### config.mk
export PLATFORM = sky130hd
export DESIGN_NAME = io_configuration_regs
export DESIGN_NICKNAME = d
export VERILOG_FILES = /design/src/io_cfg_pkg.sv /design/src/io_configuration_regs.sv /design/src/tx_ramp.sv
export SDC_FILE = /design/constraint.sdc
export NUM_CORES = 1
export LEC_CHECK = 0
export ABC_CLOCK_PERIOD_IN_PS = 2980
export BUFFER_PORTS_ARGS = -buffer_cell sky130_fd_sc_hd__buf_2
export CAP_MARGIN = 30
export CORE_UTILIZATION = 50
export DETAILED_ROUTE_END_ITERATION = 8
export GPL_TIMING_DRIVEN = 0
export PLACE_DENSITY = 0.93
export SKIP_CTS_REPAIR_TIMING = 1
export SYNTH_ARGS = -nofsm -noshare
export SYNTH_HDL_FRONTEND = slang
export SYNTH_SLANG_ARGS = --single-unit
### constraint.sdc
create_clock -name ref_clk -period 2.98 [get_ports ref_clk]
set_input_delay 0.149 -clock ref_clk [delete_from_list [all_inputs] [get_ports ref_clk]]
set_output_delay 0.149 -clock ref_clk [all_outputs]
set_load 0.02 [all_outputs]
### src/io_cfg_pkg.sv
// shared constants for the io configuration register bank
package io_cfg_pkg;

	// register indices; byte address is four times the index
	localparam logic [1:0] IDX_CFG_FIRST  = 2'h0;
	localparam logic [1:0] IDX_CFG_SECOND = 2'h1;
	localparam logic [1:0] IDX_OP_CTRL    = 2'h2;

	// reset values
	localparam logic [7:0] RST_CFG_FIRST  = 8'h00;
	localparam logic [7:0] RST_CFG_SECOND = 8'h00;
	localparam logic [7:0] RST_OP_CTRL    = 8'h00;

	// first configuration register fields
	localparam int BIT_SINGLE_DRIVE  = 7;
	localparam int BIT_DRIVER_B_SEL  = 6;
	localparam int BIT_HOLD_HI       = 5;
	localparam int BIT_HOLD_LO       = 4;
	localparam int BIT_RESERVED      = 3;
	localparam int BIT_CLK_SEL_HI    = 2;
	localparam int BIT_CLK_SEL_LO    = 1;
	localparam int BIT_LF_SUPPRESS   = 0;
	localparam logic [7:0] CFG_FIRST_WMASK = 8'hF7;

	// second configuration register fields
	localparam int BIT_LOW_SUPPLY    = 7;
	localparam int BIT_REG_DISABLE   = 6;
	localparam int BIT_AAT_ENABLE    = 5;
	localparam int BIT_PD_SELECTED   = 4;
	localparam int BIT_PD_DESELECTED = 3;
	localparam int BIT_DRIVE_LEVEL   = 2;
	localparam int BIT_MOD_REF_SEL   = 1;
	localparam int BIT_SLOW_RAMP     = 0;

	// operation control: only the device enable bit is held here
	localparam int BIT_DEV_ENABLE    = 7;
	localparam logic [7:0] OP_CTRL_WMASK = 8'h80;

	// host clock frequency codes
	localparam logic [1:0] CLK_SEL_3M39  = 2'h0;
	localparam logic [1:0] CLK_SEL_6M78  = 2'h1;
	localparam logic [1:0] CLK_SEL_13M56 = 2'h2;
	localparam logic [1:0] CLK_SEL_OFF   = 2'h3;

	// slow transmitter ramp timing
	localparam int CLK_PERIOD_NS  = 40;
	localparam int RAMP_MIN_NS    = 10000;
	localparam int RAMP_MIN_CYC   = (RAMP_MIN_NS + CLK_PERIOD_NS - 1) / CLK_PERIOD_NS;
	localparam int RAMP_FULL      = 255;
	localparam int RAMP_SPAN      = (RAMP_FULL * 8 + 9) / 10;
	localparam int RAMP_STEP_CYC  = (RAMP_MIN_CYC + RAMP_SPAN - 1) / RAMP_SPAN;

	// ramp states
	typedef enum logic [2:0] {
		RAMP_IDLE = 3'b001,
		RAMP_RISE = 3'b010,
		RAMP_HOLD = 3'b100
	} ramp_state_e;

endpackage

### src/io_configuration_regs.sv
// io configuration register bank with wishbone slave and pin control
//
// Register access over Wishbone was chosen for this implementation.
`timescale 1ns/1ns
module io_configuration_regs #(
	parameter int ADR_W = 4,
	parameter int LEVEL_W = 8
) (
	// clock and reset
	input  wire logic                ref_clk,
	input  wire logic                reset,

	// wishbone slave
	input  wire logic                wb_cyc_i,
	input  wire logic                wb_stb_i,
	input  wire logic                wb_we_i,
	input  wire logic [ADR_W-1:0]    wb_adr_i,
	input  wire logic [3:0]          wb_sel_i,
	input  wire logic [31:0]         wb_dat_i,
	output logic [31:0]              wb_dat_o,
	output logic                     wb_ack_o,

	// asynchronous status pins
	input  wire logic                xtalRunning,
	input  wire logic                spiModeSel,
	input  wire logic                chip_select_n,

	// same-clock status from the host interface logic
	input  wire logic                sdoDriving,

	// clock sources for the host clock pin
	input  wire logic                xtalClk3m39,
	input  wire logic                xtalClk6m78,
	input  wire logic                xtalClk13m56,
	input  wire logic                lowFreqClk,

	// transmitter request and tuning values
	input  wire logic                txOn,
	input  wire logic [7:0]          aatValueA,
	input  wire logic [7:0]          aatValueB,

	// antenna drivers
	output logic                     tx_driver_a,
	output logic                     tx_driver_b,
	output logic                     rxInputBSel,
	output logic [LEVEL_W-1:0]       txLevel,
	output logic                     txRampDone,

	// host clock pin
	output logic                     hostClkOut,

	// power and regulators
	output logic                     oscEnable,
	output logic                     regulatorEnable,
	output logic                     low_supply_select,
	output logic                     digRegulatorOff,
	output logic                     mod_reg_reference_sel,

	// host interface pads
	output logic                     sdoPullDown,
	output logic                     ioDriveBoost,
	output logic [1:0]               holdTimeSel,

	// antenna tuning
	output logic                     aatConvEnable,
	output logic                     aatForceFixed,
	output logic [7:0]               aatOutA,
	output logic [7:0]               aatOutB
);

	// fixed tuning level; plain default, no figure available
	localparam logic [7:0] AAT_FIXED = 8'h80;

	// registers
	logic [7:0] cfgFirst;
	logic [7:0] cfgSecond;
	logic [7:0] opCtrl;
	logic       enSeenOnce;

	// synchronisers
	logic       xtalMeta;
	logic       xtalSync;
	logic       spiMeta;
	logic       spiSync;
	logic       csMeta;
	logic       csSync;

	// bus decode
	logic       busReq;
	logic       wrStrobe;
	logic [1:0] regIdx;
	logic       idxMapped;
	logic [7:0] readByte;

	// field views
	logic       singleDrive;
	logic       second_driver_select;
	logic [1:0] clkSel;
	logic       low_freq_clk_suppress;
	logic       aatEnable;
	logic       sdo_pulldown_selected;
	logic       sdo_pulldown_deselected;
	logic       slowRamp;
	logic       devEnable;

	// pin synchronisers: two flops before any logic
	always_ff @(posedge ref_clk) begin
		if (reset) begin
			xtalMeta <= 1'b0;
			xtalSync <= 1'b0;
			spiMeta  <= 1'b0;
			spiSync  <= 1'b0;
			csMeta   <= 1'b1;
			csSync   <= 1'b1;
		end else begin
			xtalMeta <= xtalRunning;
			xtalSync <= xtalMeta;
			spiMeta  <= spiModeSel;
			spiSync  <= spiMeta;
			csMeta   <= chip_select_n;
			csSync   <= csMeta;
		end
	end

	// wishbone decode; only byte lane 0 carries data
	assign busReq    = wb_cyc_i && wb_stb_i && !wb_ack_o;
	assign wrStrobe  = busReq && wb_we_i && wb_sel_i[0];
	assign regIdx    = wb_adr_i[3:2];
	assign idxMapped = (wb_adr_i[1:0] == 2'h0) && ((wb_adr_i >> 4) == '0);

	always_ff @(posedge ref_clk) begin
		if (reset) begin
			wb_ack_o <= 1'b0;
		end else begin
			// unmapped addresses are acked too
			wb_ack_o <= busReq;
		end
	end

	// first configuration register
	always_ff @(posedge ref_clk) begin
		if (reset) begin
			cfgFirst <= io_cfg_pkg::RST_CFG_FIRST;
		end else if (wrStrobe && idxMapped && regIdx == io_cfg_pkg::IDX_CFG_FIRST) begin
			cfgFirst <= wb_dat_i[7:0] & io_cfg_pkg::CFG_FIRST_WMASK;
		end
	end

	// second configuration register
	always_ff @(posedge ref_clk) begin
		if (reset) begin
			cfgSecond <= io_cfg_pkg::RST_CFG_SECOND;
		end else if (wrStrobe && idxMapped && regIdx == io_cfg_pkg::IDX_CFG_SECOND) begin
			cfgSecond <= wb_dat_i[7:0];
		end
	end

	// operation control, device enable only
	always_ff @(posedge ref_clk) begin
		if (reset) begin
			opCtrl <= io_cfg_pkg::RST_OP_CTRL;
		end else if (wrStrobe && idxMapped && regIdx == io_cfg_pkg::IDX_OP_CTRL) begin
			opCtrl <= wb_dat_i[7:0] & io_cfg_pkg::OP_CTRL_WMASK;
		end
	end

	// remembers that the device was enabled since reset
	always_ff @(posedge ref_clk) begin
		if (reset) begin
			enSeenOnce <= 1'b0;
		end else if (devEnable) begin
			enSeenOnce <= 1'b1;
		end
	end

	// read mux
	always_comb begin
		readByte = 8'h00;
		if (!idxMapped) begin
			readByte = 8'h00;
		end else if (regIdx == io_cfg_pkg::IDX_CFG_FIRST) begin
			readByte = cfgFirst & io_cfg_pkg::CFG_FIRST_WMASK;
		end else if (regIdx == io_cfg_pkg::IDX_CFG_SECOND) begin
			readByte = cfgSecond;
		end else if (regIdx == io_cfg_pkg::IDX_OP_CTRL) begin
			readByte = opCtrl;
		end
	end

	always_ff @(posedge ref_clk) begin
		if (reset) begin
			wb_dat_o <= 32'h0000_0000;
		end else if (busReq && !wb_we_i) begin
			wb_dat_o <= {24'h00_0000, readByte};
		end
	end

	// field views
	assign singleDrive             = cfgFirst[io_cfg_pkg::BIT_SINGLE_DRIVE];
	assign second_driver_select    = cfgFirst[io_cfg_pkg::BIT_DRIVER_B_SEL];
	assign clkSel                  = {cfgFirst[io_cfg_pkg::BIT_CLK_SEL_HI], cfgFirst[io_cfg_pkg::BIT_CLK_SEL_LO]};
	assign low_freq_clk_suppress   = cfgFirst[io_cfg_pkg::BIT_LF_SUPPRESS];
	assign aatEnable               = cfgSecond[io_cfg_pkg::BIT_AAT_ENABLE];
	assign sdo_pulldown_selected   = cfgSecond[io_cfg_pkg::BIT_PD_SELECTED];
	assign sdo_pulldown_deselected = cfgSecond[io_cfg_pkg::BIT_PD_DESELECTED];
	assign slowRamp                = cfgSecond[io_cfg_pkg::BIT_SLOW_RAMP];
	assign devEnable               = opCtrl[io_cfg_pkg::BIT_DEV_ENABLE];

	// antenna driver selection
	always_ff @(posedge ref_clk) begin
		if (reset) begin
			tx_driver_a <= 1'b0;
			tx_driver_b <= 1'b0;
			rxInputBSel <= 1'b0;
		end else begin
			tx_driver_a <= !singleDrive || !second_driver_select;
			tx_driver_b <= !singleDrive || second_driver_select;
			rxInputBSel <= singleDrive && second_driver_select;
		end
	end

	// host clock pin routing; a clock mux, so sources are not resampled
	always_comb begin
		hostClkOut = 1'b0;
		if (clkSel == io_cfg_pkg::CLK_SEL_OFF) begin
			hostClkOut = 1'b0;
		end else if (xtalSync) begin
			case (clkSel)
				io_cfg_pkg::CLK_SEL_3M39:  hostClkOut = xtalClk3m39;
				io_cfg_pkg::CLK_SEL_6M78:  hostClkOut = xtalClk6m78;
				io_cfg_pkg::CLK_SEL_13M56: hostClkOut = xtalClk13m56;
				default:                   hostClkOut = 1'b0;
			endcase
		end else if (!low_freq_clk_suppress) begin
			hostClkOut = lowFreqClk;
		end
	end

	// power and regulator controls
	always_ff @(posedge ref_clk) begin
		if (reset) begin
			oscEnable             <= 1'b0;
			regulatorEnable       <= 1'b0;
			low_supply_select     <= 1'b0;
			digRegulatorOff       <= 1'b0;
			mod_reg_reference_sel <= 1'b0;
		end else begin
			oscEnable             <= devEnable;
			regulatorEnable       <= devEnable;
			low_supply_select     <= cfgSecond[io_cfg_pkg::BIT_LOW_SUPPLY];
			digRegulatorOff       <= cfgSecond[io_cfg_pkg::BIT_REG_DISABLE];
			mod_reg_reference_sel <= cfgSecond[io_cfg_pkg::BIT_MOD_REF_SEL];
		end
	end

	// host interface pad controls
	always_ff @(posedge ref_clk) begin
		if (reset) begin
			sdoPullDown  <= 1'b0;
			ioDriveBoost <= 1'b0;
			holdTimeSel  <= 2'h0;
		end else begin
			sdoPullDown  <= spiSync &&
				((sdo_pulldown_selected && !csSync && !sdoDriving) ||
				 (sdo_pulldown_deselected && csSync));
			ioDriveBoost <= cfgSecond[io_cfg_pkg::BIT_DRIVE_LEVEL];
			holdTimeSel  <= {cfgFirst[io_cfg_pkg::BIT_HOLD_HI], cfgFirst[io_cfg_pkg::BIT_HOLD_LO]};
		end
	end

	// antenna tuning converters
	always_ff @(posedge ref_clk) begin
		if (reset) begin
			aatConvEnable <= 1'b0;
			aatForceFixed <= 1'b0;
			aatOutA       <= 8'h00;
			aatOutB       <= 8'h00;
		end else begin
			aatConvEnable <= aatEnable && devEnable;
			aatForceFixed <= aatEnable && !devEnable && enSeenOnce;
			if (aatEnable && devEnable) begin
				aatOutA <= aatValueA;
				aatOutB <= aatValueB;
			end else if (aatEnable && enSeenOnce) begin
				aatOutA <= AAT_FIXED;
				aatOutB <= AAT_FIXED;
			end else begin
				aatOutA <= 8'h00;
				aatOutB <= 8'h00;
			end
		end
	end

	// transmitter ramp
	// slow ramp control
	tx_ramp #(
		.LEVEL_W  (LEVEL_W),
		.STEP_CYC (io_cfg_pkg::RAMP_STEP_CYC)
	) u_ramp (
		.ref_clk   (ref_clk),
		.reset     (reset),
		.txOn      (txOn),
		.slowRamp  (slowRamp),
		.rampLevel (txLevel),
		.rampDone  (txRampDone)
	);

endmodule

### src/tx_ramp.sv
// transmitter amplitude ramp generator
`timescale 1ns/1ns
module tx_ramp #(
	parameter int LEVEL_W = 8,
	parameter int STEP_CYC = io_cfg_pkg::RAMP_STEP_CYC
) (
	// clock and reset
	input  wire logic               ref_clk,
	input  wire logic               reset,
	// control
	input  wire logic               txOn,
	input  wire logic               slowRamp,
	// amplitude
	output logic [LEVEL_W-1:0]      rampLevel,
	output logic                    rampDone
);

	localparam logic [LEVEL_W-1:0] LEVEL_MAX = {LEVEL_W{1'b1}};
	localparam logic [15:0] STEP_LAST = 16'(STEP_CYC - 1);

	io_cfg_pkg::ramp_state_e state;
	logic [15:0]             stepCount;

	always_ff @(posedge ref_clk) begin
		if (reset) begin
			state <= io_cfg_pkg::RAMP_IDLE;
		end else if (!txOn) begin
			state <= io_cfg_pkg::RAMP_IDLE;
		end else begin
			case (state)
				io_cfg_pkg::RAMP_IDLE: begin
					state <= slowRamp ? io_cfg_pkg::RAMP_RISE : io_cfg_pkg::RAMP_HOLD;
				end
				io_cfg_pkg::RAMP_RISE: begin
					if (rampLevel == LEVEL_MAX) begin
						state <= io_cfg_pkg::RAMP_HOLD;
					end
				end
				default: begin
					state <= io_cfg_pkg::RAMP_HOLD;
				end
			endcase
		end
	end

	always_ff @(posedge ref_clk) begin
		if (reset || state != io_cfg_pkg::RAMP_RISE) begin
			stepCount <= '0;
		end else if (stepCount == STEP_LAST) begin
			stepCount <= '0;
		end else begin
			stepCount <= stepCount + 16'h0001;
		end
	end

	always_ff @(posedge ref_clk) begin
		if (reset || !txOn) begin
			rampLevel <= '0;
		end else if (state == io_cfg_pkg::RAMP_HOLD) begin
			rampLevel <= LEVEL_MAX;
		end else if (state == io_cfg_pkg::RAMP_RISE && stepCount == STEP_LAST && rampLevel != LEVEL_MAX) begin
			rampLevel <= rampLevel + {{(LEVEL_W-1){1'b0}}, 1'b1};
		end
	end

	assign rampDone = (state == io_cfg_pkg::RAMP_HOLD) && (rampLevel == LEVEL_MAX);

endmodule
* Word level (Yosys, flattened, before mapping)
Cells that the tools add are included.
Operators by class: $add $sub $neg 2, eq/ne operators 13, muxes and demuxes 16, bitwise gates (word level) 1, reduce and logical (&&, ||, !) cells 40
Operators with widths (number):
- $mux 8 | 9
- $logic_and 1x1->1 | 21
- $add 16x1->16 const B | 1
- $eq 16x1->1 const B | 1
- $add 8x1->8 const B | 1
- $eq 8x8->1 const B | 1
- $logic_not 1->1 | 8
- $ne 8x8->1 const B | 1
- $eq 2x2->1 const B | 3
- $logic_not 2->1 | 3
- $mux 3 | 2
- $pmux 3 s2 | 1
- $logic_or 1x1->1 | 5
- $eq 2x1->1 const B | 2
- $reduce_or 2->1 | 2
- $eq 3x1->1 const B | 1
- $eq 3x2->1 const B | 1
- $eq 3x3->1 const B | 1
- $mux 1 | 3
- $ne 3x2->1 const B | 1
- $pmux 1 s3 | 1
- $ne 2x2->1 const B | 1
- $reduce_bool 2->1 | 1
- $not 1->1 | 1
Storage, ports and cells: register bits after elaboration 88, bits of input ports 70, word-level logic and storage cells 101

* Depth between registers and ports, before layout
word-level depth 6, mapped depth 8

* By module
From an unflattened synthesis, not the netlist that was laid out.
Unflattened totals: cell total of the unflattened synthesis 382, area, all modules 3727.3 um^2
Modules (own cells, without submodules):
- io_configuration_regs | instances 1, cells each 215, area each 2324.7 um^2
- tx_ramp | instances 1, cells each 167, area each 1402.6 um^2

* Worst setup path before layout
OpenSTA, ideal clock, no wires.
path type reg2reg, start point register u_ramp.rampLevel[0], end point register u_ramp.rampLevel[1], setup time 0.133 ns, arrival 1.673 ns, required time 2.847 ns, slack 1.174 ns, stages on the path, launching flop included 7, period minus slack after synthesis 1.806 ns, cell sequence dfxtp_1 -> ha_1 -> nand4_1 -> o21ai_0 -> clkbuf_1 -> or2_2 -> a211oi_1
On the way: cells in the longest elaborated chain, start to end 3
RTL lines:
- from (decl) | line tx_ramp.sv:14 | output logic [LEVEL_W-1:0] rampLevel,
- from (signal assigned) | line tx_ramp.sv:62 | rampLevel <= rampLevel + {{(LEVEL_W-1){1'b0}}, 1'b1};
- $add 8x1->8 or $ne 8x8->1 (tied branches) | line tx_ramp.sv:62, tx_ramp.sv:61
- $mux 8 or $logic_and 1x1->1 (tied branches) | line tx_ramp.sv:61 | end else if (state == io_cfg_pkg::RAMP_RISE && stepCount == STEP_LAST && rampLevel != LEVEL_MAX) begin
- $mux 8 or $reduce_bool 2->1 (tied branches)
Several ways; a longest one is shown, not always the timed one. The select of a mux whose other input is x is not followed. A chain may end at the register's enable or synchronous reset.

* Final worst setup path
start point register u_ramp.stepCount[0], end point register u_ramp.stepCount[11]
On the way: cells in the longest elaborated chain, start to end 2
RTL lines:
- from (decl) | line tx_ramp.sv:22 | logic [15:0] stepCount;
- from (signal assigned) | line tx_ramp.sv:52 | stepCount <= stepCount + 16'h0001;
- branches (longest 2 deep; another with $add 16x1->16)
Parallel ways; which one is timed is not known.

==> metrics.md <==
| Metric | Value |
|---|---|
| Status | completed |
| Synth area leader | dfxtp_1 |
| Die footprint | 7320 um^2 |
| Final Hold Fails | 0 |
| Number of core rows | 30 |
| Seq cells post-synth | 88 |
| Syn Inst Count | 361 |
| Mapped Area | 3490 um^2 |
| Final ANT Viol Nets | 0 |
| Final setup viols | 0 |
| Clk root buf | clkbuf_8 |
| Synth Area per Inst | just under 10 um^2 |
| Worst-path clk slew | about 0.09 ns |
| Fin Clk Skew | 0.00767 ns |
| Sequential share of the synthesized area | 0.504 |
| Setup_tns | 0 ns |
| Synth Flop Type | dfxtp_1 |
| Antenna violations before repair | 0 |
| Fin crit share | 0.723 |
| GP Congestion | 0.881 |
| Crit path cell chain | ha_1, nor4b_1, nand4_1, buf_2, nand3b_1, buf_2, nor2_1 |
| Power Dens Cells | roughly 470 nW/um^2 |
| GRT overflow | 0 |
| Core box area | 6760 um^2 |
| Top cells by area, synth | dfxtp_1, buf_4, nor2_1, mux2i_1, and3_1 |
| Final Critical Period | between 2 and 2.5 ns |
| FFs w/ async S/R, synth | 0 |
| Placed Area | 4130 um^2 |
| Slowest-stage cell, CP | dfxtp_1 |
| Cell mode on critical path | buf_2 |
| Top-area cell type share of the netlist area | 0.504 |
| Initial DRC count | 185 |
| GRT Total Usage | 0.214 |
| CTS tree | done |
| Nets | 563 |
| Starting Density | 0.517 |
| Share of post-route cells with drive strength above 1 | 0.295 |
| First-pass GRT wire length | 12300 um |
| Final instance area | 4350 um^2 |
| RSZ-0062 raised after global routing | no |
| Max Slew Vio Count | 0 |
| Number of synthesized flops with an enable pin | 0 |
| Startpoint Class | flip-flop |
| Drt drc | 0 |
| Area Growth Syn to Fin | 24.5% |
| Worst-Skew Late Latency | 0.35 ns |
| Worst path bufs/invs | 2 |
| Pwr Total | 2.06 mW |
| Crit-path max FO | 10 |
| Num ports | 143 |
| Routed wire per std cell | between 10 and 15 um |
| Synth Warn # | 0 |
| F_max | 0.464 GHz |
| Routed wire length | 7680 um |
| IO Port Bufs | 91 |
| Synth top cells by count | dfxtp_1, nor2_1, buf_4, mux2i_1, and3_1 |
| Relative max-transition margin | 0.416 |
| CP top delay family | simple AND/OR/NAND/NOR gates |
| Netlist cell types | between 40 and 50 |
| Die H | 85.6 um |
| Via Count | 3000 |
| Critical path data arrival time | 2.39 ns |
| Cts bufs inserted | 9 |
| HPWL after detailed placement | 5480 um |
| Leak | slightly above 2 nW |
| Required time of the critical path | approximately 3.2 ns |
| CP max stage delay | approximately 0.42 ns |
| Max-cap violation count | 0 |
| CTS Sinks | 88 |
| H-tree Lvls | 3 |
| N_diodes | 0 |
| Die Wd | 85.6 um |
| Mean number of vias per cell | approximately 5.2 |
| Largest net degree at the start of global routing | 16 |
| Vias in the first global route | about 2800 |
| Hold Crit Class | primary input to flip-flop |
| Max VDD drop | around 470 uV |
| Most frequent cell after synthesis | dfxtp_1 |
| Endpoint type of the worst setup path | flip-flop |
| Bufs on Longest Clock Path | 2 |
| Least-Margin Pin Slew | 0.868 ns |
| DR pass1 iterations | 5 |
| Setup CP Type | flip-flop to flip-flop |
[area by class of cell]
class,instances,area (um^2)
plain buffers,39,246
clock buffers,10,128
clock inverters,6,46.3
fillers,535,2410
inverters,7,26.3
multi-input cells,250,1540
flip-flops and latches,88,1760
well taps,80,100
repair buffers,95,495
[stage by stage]
step | worst slack, ns | utilization | hold slack (ns) | std cells
after floorplan | 1.17 | - | 0.253 | 384
after global placement | 0.960 | 0.612 | 0.333 | 555
after detailed placement | 0.892 | 0.612 | 0.336 | 555
after CTS | 0.864 | 0.638 | -0.0347 | 571
after global routing | 0.635 | 0.644 | 0.00385 | 575
final | 0.825 | 0.644 | 0.00232 | 575
[report_power, final]
group / total [mW] / internal, mW / switching [mW]
clock network: 0.733 / 0.306 / 0.427
logic: 0.136 / 0.0599 / 0.0756
registers: 1.19 / 1.18 / 0.00497
[placed cells by master (no fill, tap or decap), types with 8 or more instances in the layout]
master,count
buf_2,96
dfxtp_1,88
nor2_1,48
buf_4,25
conb_1,24
mux2i_1,17
and3_1,16
nor2b_1,12
nand2_1,10
a21oi_1,10
xnor2_1,10
clkbuf_1,9
nand3_1,9
clkbuf_8,9
nor3_1,8
[worst register-to-register path: stages (launching register included)]
cell      delay (ns)
dfxtp_1         0.42
ha_1            0.18
nor4b_1         0.27
nand4_1         0.29
buf_2           0.27
nand3b_1        0.27
buf_2           0.28
nor2_1          0.07
[routing by layer]
layer	up-vias	routed length (um)	GRT usage
met3	10	386	0.0597
li1	1465	-	-
met1	1432	3150	0.237
met2	93	4030	0.391
met4	0	108	0.0803
met5	-	0	0
[logic make-up (layout without fill, tap and decap cells)]
logic type	after synthesis	in the layout	share of synthesized area
simple gates	153	153	0.247
flops	88	88	0.504
buf+inv	46	157	0.0781
compound gates	40	40	0.0777
mux	17	17	0.0487
xor+xnor	13	13	0.0326
fa+ha+maj	3	3	0.0107
other cells	1	24	0.00107
[sequential cells by signal, summed over array words and instances (netlist names), 2 cells and up]
name / cells
u_ramp.stepCount: 16
u_ramp.state: 3
cfgFirst: 7
aatOutA: 8
aatOutB: 8
u_ramp.rampLevel: 8
holdTimeSel: 2
cfgSecond: 8
wb_dat_o: 8
[path summary, 6_finish.rpt]
kind,startpoint,end,slack (ns),depth (start not counted)
worst max register to register,u_ramp.stepCount[0]$_SDFF_PP0_,u_ramp.stepCount[11]$_SDFF_PP0_,0.82,7
worst min-delay path,xtalRunning,xtalMeta$_SDFF_PP0_,0.002,2
worst min register to register,csMeta$_SDFF_PP1_,csSync$_SDFF_PP1_,0.41,1
worst max-delay path,u_ramp.stepCount[0]$_SDFF_PP0_,u_ramp.stepCount[11]$_SDFF_PP0_,0.82,7
Note: power is estimated with default switching activity, not from simulation.
